$ cat src/rtl/clu_pkg.sv
// Contract
// - Each table has an enable at bit 0; it works only while that bit is one.
// - Input 1 selector lives in bits 7:4 of the first input-select register.
// - Input 0 selector lives in bits 3:0 of the first input-select register.
// - Input 2 selector lives in bits 3:0 of the second select register.
// - Code 0 masks, code 1 routes feedback, code 2 routes the other table.
// - Code 3 routes event channel a, code 4 routes event channel b.
// - Code 5 routes the table's own pin with the input's index.
// - Code 6 routes the comparator, code 7 the capture timer waveform.
// - Code 8 routes the period timer channel equal to the input index.
// - Input 0: code A routes serial transfer clock, code B routes SPI SCK.
// - Input 1: code A routes serial TXD, code B routes SPI MOSI.
// - Input 2: code A is unconnected, code B routes SPI MISO.
// - Each table holds an 8-bit pattern; output is the bit the inputs pick.
// - Registers repeat every 4 bytes; table zero at 0x05, 0x06, 0x07, 0x08.
// - With the clock choice bit set, input 2 counts as masked low.
package clu_pkg;
    localparam int CLU_TABLES = 2;
    localparam int CLU_INPUTS = 3;

    localparam logic [7:0] CLU_OFS_CTRL = 8'h05;
    localparam logic [7:0] CLU_OFS_SEL01 = 8'h06;
    localparam logic [7:0] CLU_OFS_SEL2 = 8'h07;
    localparam logic [7:0] CLU_OFS_TRUTH = 8'h08;
    localparam logic [7:0] CLU_OFS_STRIDE = 8'h04;

    localparam int CLU_BIT_ENABLE = 0;
    localparam int CLU_BIT_CLKCHOICE = 6;
    localparam int CLU_SEL1_LSB = 4;
    localparam int CLU_SEL0_LSB = 0;
    localparam int CLU_SEL2_LSB = 0;

    localparam logic [7:0] CLU_REG_RESET = 8'h00;

    localparam logic [3:0] CLU_SRC_MASK = 4'h0;
    localparam logic [3:0] CLU_SRC_FEEDBACK = 4'h1;
    localparam logic [3:0] CLU_SRC_LINK = 4'h2;
    localparam logic [3:0] CLU_SRC_EVENT_A = 4'h3;
    localparam logic [3:0] CLU_SRC_EVENT_B = 4'h4;
    localparam logic [3:0] CLU_SRC_PIN = 4'h5;
    localparam logic [3:0] CLU_SRC_COMPARATOR = 4'h6;
    localparam logic [3:0] CLU_SRC_CAPTURE = 4'h7;
    localparam logic [3:0] CLU_SRC_PERIOD = 4'h8;
    localparam logic [3:0] CLU_SRC_SERIAL = 4'hA;
    localparam logic [3:0] CLU_SRC_SPI = 4'hB;

    typedef struct packed {
        logic [CLU_TABLES-1:0] en;
        logic [CLU_TABLES-1:0] clk_choice;
        logic [CLU_TABLES-1:0][7:0] sel01;
        logic [CLU_TABLES-1:0][3:0] sel2;
        logic [CLU_TABLES-1:0][7:0] truth;
        logic [CLU_TABLES-1:0] out;
        logic [7:0] rdata;
        logic [6:0] sync1;
        logic [6:0] sync2;
    } clu_state_t;

    localparam clu_state_t CLU_STATE_RESET = '0;

    // True when addr is register base of table n
    function automatic logic clu_hit(input logic [7:0] addr, input logic [7:0] base,
                                     input int n);
        clu_hit = (addr == base + 8'(n) * CLU_OFS_STRIDE);
    endfunction
endpackage

$ cat src/rtl/clu_src_mux.sv
`timescale 1ns/1ps
`default_nettype none
module clu_src_mux
    import clu_pkg::*;
(
    input wire logic [3:0] sel, // Source code
    input wire logic feedback, // Own table output
    input wire logic link, // Other table output
    input wire logic event_channel_a, // Event channel zero
    input wire logic event_channel_b, // Event channel one
    input wire logic pin, // Synchronised pin of this index
    input wire logic cmp, // Synchronised comparator
    input wire logic capture, // Capture timer waveform
    input wire logic period, // Period timer channel of this index
    input wire logic serial, // Serial signal of this index, 0 if none
    input wire logic spi, // SPI signal of this index
    output logic value // Selected input
);
    always_comb begin
        case (sel)
            CLU_SRC_MASK: value = 1'b0;
            CLU_SRC_FEEDBACK: value = feedback;
            CLU_SRC_LINK: value = link;
            CLU_SRC_EVENT_A: value = event_channel_a;
            CLU_SRC_EVENT_B: value = event_channel_b;
            CLU_SRC_PIN: value = pin;
            CLU_SRC_COMPARATOR: value = cmp;
            CLU_SRC_CAPTURE: value = capture;
            CLU_SRC_PERIOD: value = period;
            CLU_SRC_SERIAL: value = serial;
            CLU_SRC_SPI: value = spi;
            default: value = 1'b0;
        endcase
    end
endmodule // clu_src_mux
`default_nettype wire

$ cat src/rtl/clu_truth.sv
`timescale 1ns/1ps
`default_nettype none
module clu_truth
    import clu_pkg::*;
(
    input wire logic [7:0] pattern, // Truth pattern
    input wire logic [CLU_INPUTS-1:0] in, // Selected inputs
    input wire logic clk_choice, // Input 2 used as clock
    input wire logic en, // Table enabled
    output logic value // Next table output
);
    logic [2:0] idx;

    always_comb begin
        idx = {in[2] & ~clk_choice, in[1], in[0]};
        value = en & pattern[idx];
    end
endmodule // clu_truth
`default_nettype wire

$ cat src/rtl/clu_top.sv
`timescale 1ns/1ps
`default_nettype none
module clu_top
    import clu_pkg::*;
(
    input wire logic clk, // 25 MHz clock
    input wire logic sys_rst, // Async reset, active high
    input wire logic [7:0] reg_addr, // Register address
    input wire logic [7:0] reg_wdata, // Write data
    input wire logic reg_wr, // Write strobe
    input wire logic reg_rd, // Read strobe
    output logic [7:0] reg_rdata, // Read data, cycle after strobe
    input wire logic event_channel_a, // Event channel zero
    input wire logic event_channel_b, // Event channel one
    input wire logic [5:0] lut_pin_in, // Pins, table n input i at 3n+i
    input wire logic comparator_output_source, // Comparator, asynchronous
    input wire logic capture_timer_waveform, // Capture timer waveform
    input wire logic [2:0] period_timer_waveform, // Period timer channels
    input wire logic serial_transfer_clock, // Serial port clock output
    input wire logic serial_port_source_txd, // Serial port transmit data
    input wire logic spi_source_sck, // SPI clock
    input wire logic spi_source_mosi, // SPI master out
    input wire logic spi_source_miso, // SPI master in
    output logic [1:0] lut_out // Table outputs
);
    clu_state_t s_r;
    clu_state_t s_nxt;
    logic [CLU_TABLES-1:0][CLU_INPUTS-1:0] tin;
    logic [CLU_TABLES-1:0] tval;
    logic [CLU_INPUTS-1:0] serial_pick;
    logic [CLU_INPUTS-1:0] spi_pick;
    logic [5:0] pin_s;
    logic cmp_s;

    // Serial port has nothing for input 2
    assign serial_pick = {1'b0, serial_port_source_txd, serial_transfer_clock};
    assign spi_pick = {spi_source_miso, spi_source_mosi, spi_source_sck};
    assign pin_s = s_r.sync2[5:0];
    assign cmp_s = s_r.sync2[6];

    genvar n;
    genvar i;
    generate
        for (n = 0; n < CLU_TABLES; n++) begin : g_tbl
            for (i = 0; i < CLU_INPUTS; i++) begin : g_in
                logic [3:0] sel;
                if (i == 0) begin : g_s0
                    assign sel = s_r.sel01[n][CLU_SEL0_LSB +: 4];
                end else if (i == 1) begin : g_s1
                    assign sel = s_r.sel01[n][CLU_SEL1_LSB +: 4];
                end else begin : g_s2
                    assign sel = s_r.sel2[n];
                end
                clu_src_mux u_mux (
                    .sel(sel),
                    .feedback(s_r.out[n]),
                    .link(s_r.out[1-n]),
                    .event_channel_a(event_channel_a),
                    .event_channel_b(event_channel_b),
                    .pin(pin_s[n*CLU_INPUTS+i]),
                    .cmp(cmp_s),
                    .capture(capture_timer_waveform),
                    .period(period_timer_waveform[i]),
                    .serial(serial_pick[i]),
                    .spi(spi_pick[i]),
                    .value(tin[n][i])
                );
            end
            clu_truth u_truth (
                .pattern(s_r.truth[n]),
                .in(tin[n]),
                .clk_choice(s_r.clk_choice[n]),
                .en(s_r.en[n]),
                .value(tval[n])
            );
        end
    endgenerate

    always_comb begin
        s_nxt = s_r;
        // Pins and comparator are asynchronous: two flops before use
        s_nxt.sync1 = {comparator_output_source, lut_pin_in};
        s_nxt.sync2 = s_r.sync1;
        s_nxt.out = tval;
        s_nxt.rdata = 8'h00;
        for (int k = 0; k < CLU_TABLES; k++) begin
            if (reg_wr && clu_hit(reg_addr, CLU_OFS_CTRL, k)) begin
                s_nxt.en[k] = reg_wdata[CLU_BIT_ENABLE];
                // Clock choice only moves while off, avoids glitching input 2
                if (!s_r.en[k]) begin
                    s_nxt.clk_choice[k] = reg_wdata[CLU_BIT_CLKCHOICE];
                end
            end
            // Select and truth writes while enabled are dropped silently
            if (reg_wr && !s_r.en[k]) begin
                if (clu_hit(reg_addr, CLU_OFS_SEL01, k)) begin
                    s_nxt.sel01[k] = reg_wdata;
                end
                if (clu_hit(reg_addr, CLU_OFS_SEL2, k)) begin
                    s_nxt.sel2[k] = reg_wdata[CLU_SEL2_LSB +: 4];
                end
                if (clu_hit(reg_addr, CLU_OFS_TRUTH, k)) begin
                    s_nxt.truth[k] = reg_wdata;
                end
            end
            if (reg_rd) begin
                if (clu_hit(reg_addr, CLU_OFS_CTRL, k)) begin
                    s_nxt.rdata[CLU_BIT_ENABLE] = s_r.en[k];
                    s_nxt.rdata[CLU_BIT_CLKCHOICE] = s_r.clk_choice[k];
                end
                if (clu_hit(reg_addr, CLU_OFS_SEL01, k)) begin
                    s_nxt.rdata = s_r.sel01[k];
                end
                if (clu_hit(reg_addr, CLU_OFS_SEL2, k)) begin
                    s_nxt.rdata = {4'h0, s_r.sel2[k]};
                end
                if (clu_hit(reg_addr, CLU_OFS_TRUTH, k)) begin
                    s_nxt.rdata = s_r.truth[k];
                end
            end
        end
    end

    always_ff @(posedge clk or posedge sys_rst) begin
        if (sys_rst) begin
            s_r <= CLU_STATE_RESET;
        end else begin
            s_r <= s_nxt;
        end
    end

    assign reg_rdata = s_r.rdata;
    assign lut_out = s_r.out;
endmodule // clu_top
`default_nettype wire

$ cat config.mk
export PLATFORM = sky130hd
export DESIGN_NAME = clu_top
export DESIGN_NICKNAME = d
export VERILOG_FILES = /design/src/rtl/clu_pkg.sv /design/src/rtl/clu_src_mux.sv /design/src/rtl/clu_truth.sv /design/src/rtl/clu_top.sv
export SDC_FILE = /design/constraint.sdc
export NUM_CORES = 1
export LEC_CHECK = 0
export CAP_MARGIN = 5
export CORE_MARGIN = 2
export CORE_UTILIZATION = 56
export CTS_CLUSTER_DIAMETER = 200
export DETAILED_ROUTE_END_ITERATION = 10
export DONT_BUFFER_PORTS = 1
export HOLD_SLACK_MARGIN = 0.03
export PLACE_DENSITY = 0.79
export SLEW_MARGIN = 20
export SYNTH_ARGS = -nofsm -noshare
export SYNTH_HDL_FRONTEND = slang
export SYNTH_HIERARCHICAL = 1
export SYNTH_SLANG_ARGS = --single-unit
$ cat constraint.sdc
create_clock -name clk -period 3 [get_ports clk]
set_input_delay 0.6 -clock clk [delete_from_list [all_inputs] [get_ports clk]]
set_output_delay 0.6 -clock clk [all_outputs]
set_load 0.02 [all_outputs]
Word level (Yosys, flattened, before mapping)
Cells that the tools add are included.

storage, ports and cells
  logic and storage cells = 126
  output and inout bits = 10
  flip-flop bits (word level) = 68

operators by class
  equality and inequality tests = 66
  $lt $le $gt $ge = 2
  mux-type cells = 22
  reductions and logical operators = 14
  bitwise logic cells = 8

operators by type and width
  cell                                                 count
  equality test 4 x 3 -> 1 bit, second input constant  24
  equality test 4 bit, second input constant           16
  two-way mux 8 bit                                    8
  equality test 4 x 2 -> 1 bit, second input constant  12
  equality test 8 x 4 -> 1 bit, second input constant  5
  case mux 1 bit (10 select lines)                     4
  equality test 4 x 1 -> 1 bit, second input constant  6
  equality test 8 x 3 -> 1 bit, second input constant  3
  case mux 1 bit (9 select lines)                      2
  AND reduction 2 bit                                  8
  < comparator 3 x 4 -> 1 bit, second input constant   2
  binary-select mux 1 bit (select 3 bit)               2
  two-way mux 1 bit                                    6
  AND 1 bit                                            4
  logical AND 1 bit                                    4
  NOT 1 bit                                            4
  zero test 1 bit                                      2

Longest topological paths before layout
  depth after elaboration = 11
  mapped depth = 6
  mapped depth without buffers = 6

Cells and area by module
Netlist, hierarchy kept.

by module, submodules not included
  module       cells an instance  times used  sequential area each (µm²)  area an instance (µm²)
  clu_top      233                1           1701.6                      3119.2
  clu_src_mux  16                 6           0.0                         117.6
  clu_truth    8                  2           0.0                         75.1

Worst setup path after synthesis
OpenSTA, ideal clock, no wires.

  path type = input -> register
  start point = in event_channel_a
  end point = reg s_r, in the netlist lut_out[0]
  data required time = 2879 ps
  stages on the path = 6
  library setup time = 121 ps
  data arrival time = 2224 ps
  slack = 655 ps
  path buffers = 0
  path through = mux2_4 > a221o_1 > a221o_1 > mux4_2 > nor2_1 > and4b_1

RTL lines
  item                  line            source
  from (decl)           clu_top.sv:13   input wire logic event_channel_a,
  to (signal assigned)  clu_top.sv:128  s_r <= s_nxt;
  to (decl)             clu_top.sv:26   clu_state_t s_r;

==> flow_summary_export.csv <==
group,metric,value,unit
status,status,"completed",
floorplanning,dieHeight,88.3,um
cells_and_area,instances_no_fill,440,
clock_tree,cts_sinks,68,
timing,final.setup.tns,0,ns
floorplanning,core_area,0.00683,mm2
synthesis,synth_area,0.00398,mm2
clock_tree,ctsHoldBuffers,0,
global_route,grt_max_degree,69,
critical_path,cp_data_required_time,3.23,ns
timing,finalHoldViolCount,0,
synthesis,synth_warnings,6,
global_route,grt-ovfl-total,0,
timing,relSlewSlack,43.6,%
placed_design,port_buffers,0,
clock_tree,clock_path_buffers,2,
critical_path,crit_buf_inv,0,
synthesis,ys.flop_type,"dfrtp_1",
critical_path,cp-start-kind,"flip-flop",
floorplanning,ioPinCount,48,
cells_and_area,final_nets,376,
timing,finalSetupViolations,0,
global_route,grtUsageTotal,26.3,%
synthesis,yosys_register_bits,68,
critical_path,slowest_delay,0.54,ns
timing,tightest_slew,0.845,ns
clock_tree,root_buffer,"clkbuf_8",
timing,max_freq,0.400,GHz
power_and_ir_drop,leakage,0.00185,uW
power_and_ir_drop,peakVddDrop,414,uV
critical_path,critPathSlowestCell,"dfrtp_1",
synthesis,postSynth.asyncResetShare,100,%
critical_path,crit_path_frequent_cell,"a221o_1",
floorplanning,dieArea,0.00779,mm2
placed_design,hpwlAfterDp,6750,um
critical_path,endpoint_kind,"flip-flop",
synthesis,yosysUniqueCellTypes,56,
clock_tree,post-cts-setup-buffer-count,0,
placed_design,place_inst,423,
clock_tree,htree_levels,3,
timing,maxSlewViolCount,0,
floorplanning,start_util,58.2,%
route,vias,2883,
critical_path,cp_top_family,"multiplexers",
global_route,grt_pass1_vias,2734,
clock_tree,worstSkewPairLatency,0.35,ns
route,vias_per_cell,6.55,
clock_tree,tritoncts,"done",
floorplanning,rows,30,
route,first_pass_iters,7,
route,drt_iter0_markers,294,
clock_tree,cts_inserted_buffers,9,
route,drc_errors,0,
clock_tree,path_clk_slew,0.07,ns
min_path,hp-class,"input pin to flip-flop",
critical_path,crit_arrival,2.73,ns
critical_path,path_class,"flip-flop to flip-flop",
synthesis,synth_cells,345,
critical_path,cp_max_fo,7,
route,antenna_left,0,
timing,finalClockSkew,0.00870,ns
timing,rsz0062_at_grt,"false",
synthesis,synth_edf_count,0,
global_route,grt_antenna_before_repair,1,
timing,timing.final.crit_share,83.3,%
critical_path,path_cells,"mux2_4 -> a221o_1 -> a221o_1 -> mux4_2 -> nor2_1 -> and4b_1",
clock_tree,ctsResizeCount,0,
cells_and_area,syn2layout_area_growth,5.60,%
floorplanning,die_w,88.3,um
global_route,grt_pass1_wl,14900,um
power_and_ir_drop,p_per_area,468,mW/mm2
route,drt-total-wl,9500,um
run,maxCapViolCount,0,
synthesis,synth_seq_area_share,42.8,%
placed_design,gp_congestion,0.897,
route,wl_per_cell,21.6,um
cells_and_area,drive_above_1_share,20.4,%
timing,min_period,2.50,ns
synthesis,syn_area_per_cell,11.5,um2
-- per-stage QoR --
step                      utilization (%)  hold slack [ns]  setup WS, ns  power, uW  instance area (um2)
after detailed placement             58.4            0.338         0.550       1200                 3990
after global routing                 61.4            0.256         0.448       2040                 4200
after CTS                            61.4            0.263         0.518       1980                 4200
after floorplan                         -            0.331         0.655       1170                 3980
final                                61.4            0.275         0.501       1960                 4200
after global placement               58.4            0.332         0.603       1200                 3990
-- layout make-up --
class / instances / area (um2)
clock inverters: 4 / 47.5
diodes: 1 / 2.50
multi-input cells: 253 / 2140
flip-flops and latches: 68 / 1700
fillers: 552 / 2630
clock buffers: 12 / 155
well taps: 96 / 120
inverters: 3 / 11.3
repair buffers: 3 / 22.5
-- flip-flops by register name, indices dropped and copies added, names as in the netlist --
signal / cells
g_tbl.g_in.sel: 24
s_r: 20
pin_s: 6
lut_out: 2
cmp_s: 1
s_nxt: 7
reg_rdata: 8
-- cells by family (layout without fill, tap and decap cells) --
kind of cell           Yosys count  count (layout)  synth area share [%]
DFF                             68              68                  42.8
and+or+nand+nor                115             115                  17.8
AOI/OAI and AO/OA               66              66                  12.8
other                            1               3                0.0943
muxes                           70              70                  23.0
buffers and inverters           25              22                  3.53
-- power breakdown --
part,switching [uW],internal (uW),leakage [uW]
logic,77.4,96.1,0.000835
clock network,348,427,0.000102
registers,60.1,954,0.000909
total,486,1480,0.00185
-- synth_stat cells, types with 7 or more instances --
cell type	number	share of area, %
dfrtp_1	68	43
mux2_4	34	13
nand2_1	27	2.5
mux2i_1	18	4.5
mux2_1	16	4.5
nor2b_1	14	2.2
nor2_1	13	1.2
a221o_1	12	3.0
buf_4	11	2.1
nand3_1	9	1.1
nand3b_1	8	1.5
o21ai_0	8	1.0
nor3_1	7	0.88
-- worst register-to-register path: stages (launching register included) --
cell and delay, ns:
dfrtp_1 0.54, mux2_4 0.33, a221o_1 0.35, a221o_1 0.41, mux4_2 0.45, nor2_1 0.10
and4b_1 0.21
-- metal layers --
layer  routed length [um]  GRT usage [%]  up-vias
met3                  871           7.46       36
met4                  395           10.7        0
met2                 4240           39.9      156
met1                 3990           35.7     1419
met5                    0              0        -
li1                     -              -     1272
-- cell usage in the layout, fill, tap and decap left out, types with 3 or more instances in the layout --
| cell | synthesis | routed |
|---|---|---|
| a211oi_1 | 4 | 4 |
| a21oi_1 | 6 | 6 |
| a221o_1 | 12 | 12 |
| a221oi_1 | 6 | 6 |
| a31o_1 | 3 | 3 |
| a31oi_1 | 3 | 3 |
| and2_1 | 6 | 6 |
| and3_1 | 3 | 3 |
| buf_4 | 11 | 3 |
| clkbuf_8 | 0 | 11 |
| dfrtp_1 | 68 | 68 |
| mux2_1 | 16 | 16 |
| mux2_4 | 34 | 34 |
| mux2i_1 | 18 | 18 |
| nand2_1 | 27 | 27 |
| nand3_1 | 9 | 9 |
| nand3b_1 | 8 | 8 |
| nor2_1 | 13 | 13 |
| nor2b_1 | 14 | 14 |
| nor2b_2 | 6 | 6 |
| nor3_1 | 7 | 7 |
| o21ai_0 | 8 | 8 |
| o31ai_1 | 5 | 5 |
-- worst paths after layout --
| check | from | endpoint | slack, ns | cells after the start |
|---|---|---|---|---|
| worst max-delay path | lut_out[1]$_DFF_PP0_ | lut_out[1]$_DFF_PP0_ | 0.50 | 6 |
| worst min-delay path | lut_pin_in[1] | s_nxt[1]$_DFF_PP0_ | 0.28 | 0 |
| worst max register to register | lut_out[1]$_DFF_PP0_ | lut_out[1]$_DFF_PP0_ | 0.50 | 6 |
| worst min register to register | s_nxt[6]$_DFF_PP0_ | cmp_s$_DFF_PP0_ | 0.35 | 0 |
| max in group asynchronous | sys_rst | reg_rdata[2]$_DFF_PP0_ | 2.07 | 2 |
| min in group asynchronous | sys_rst | s_nxt[1]$_DFF_PP0_ | 0.38 | 2 |
Note: power is estimated with default switching activity, not from simulation.
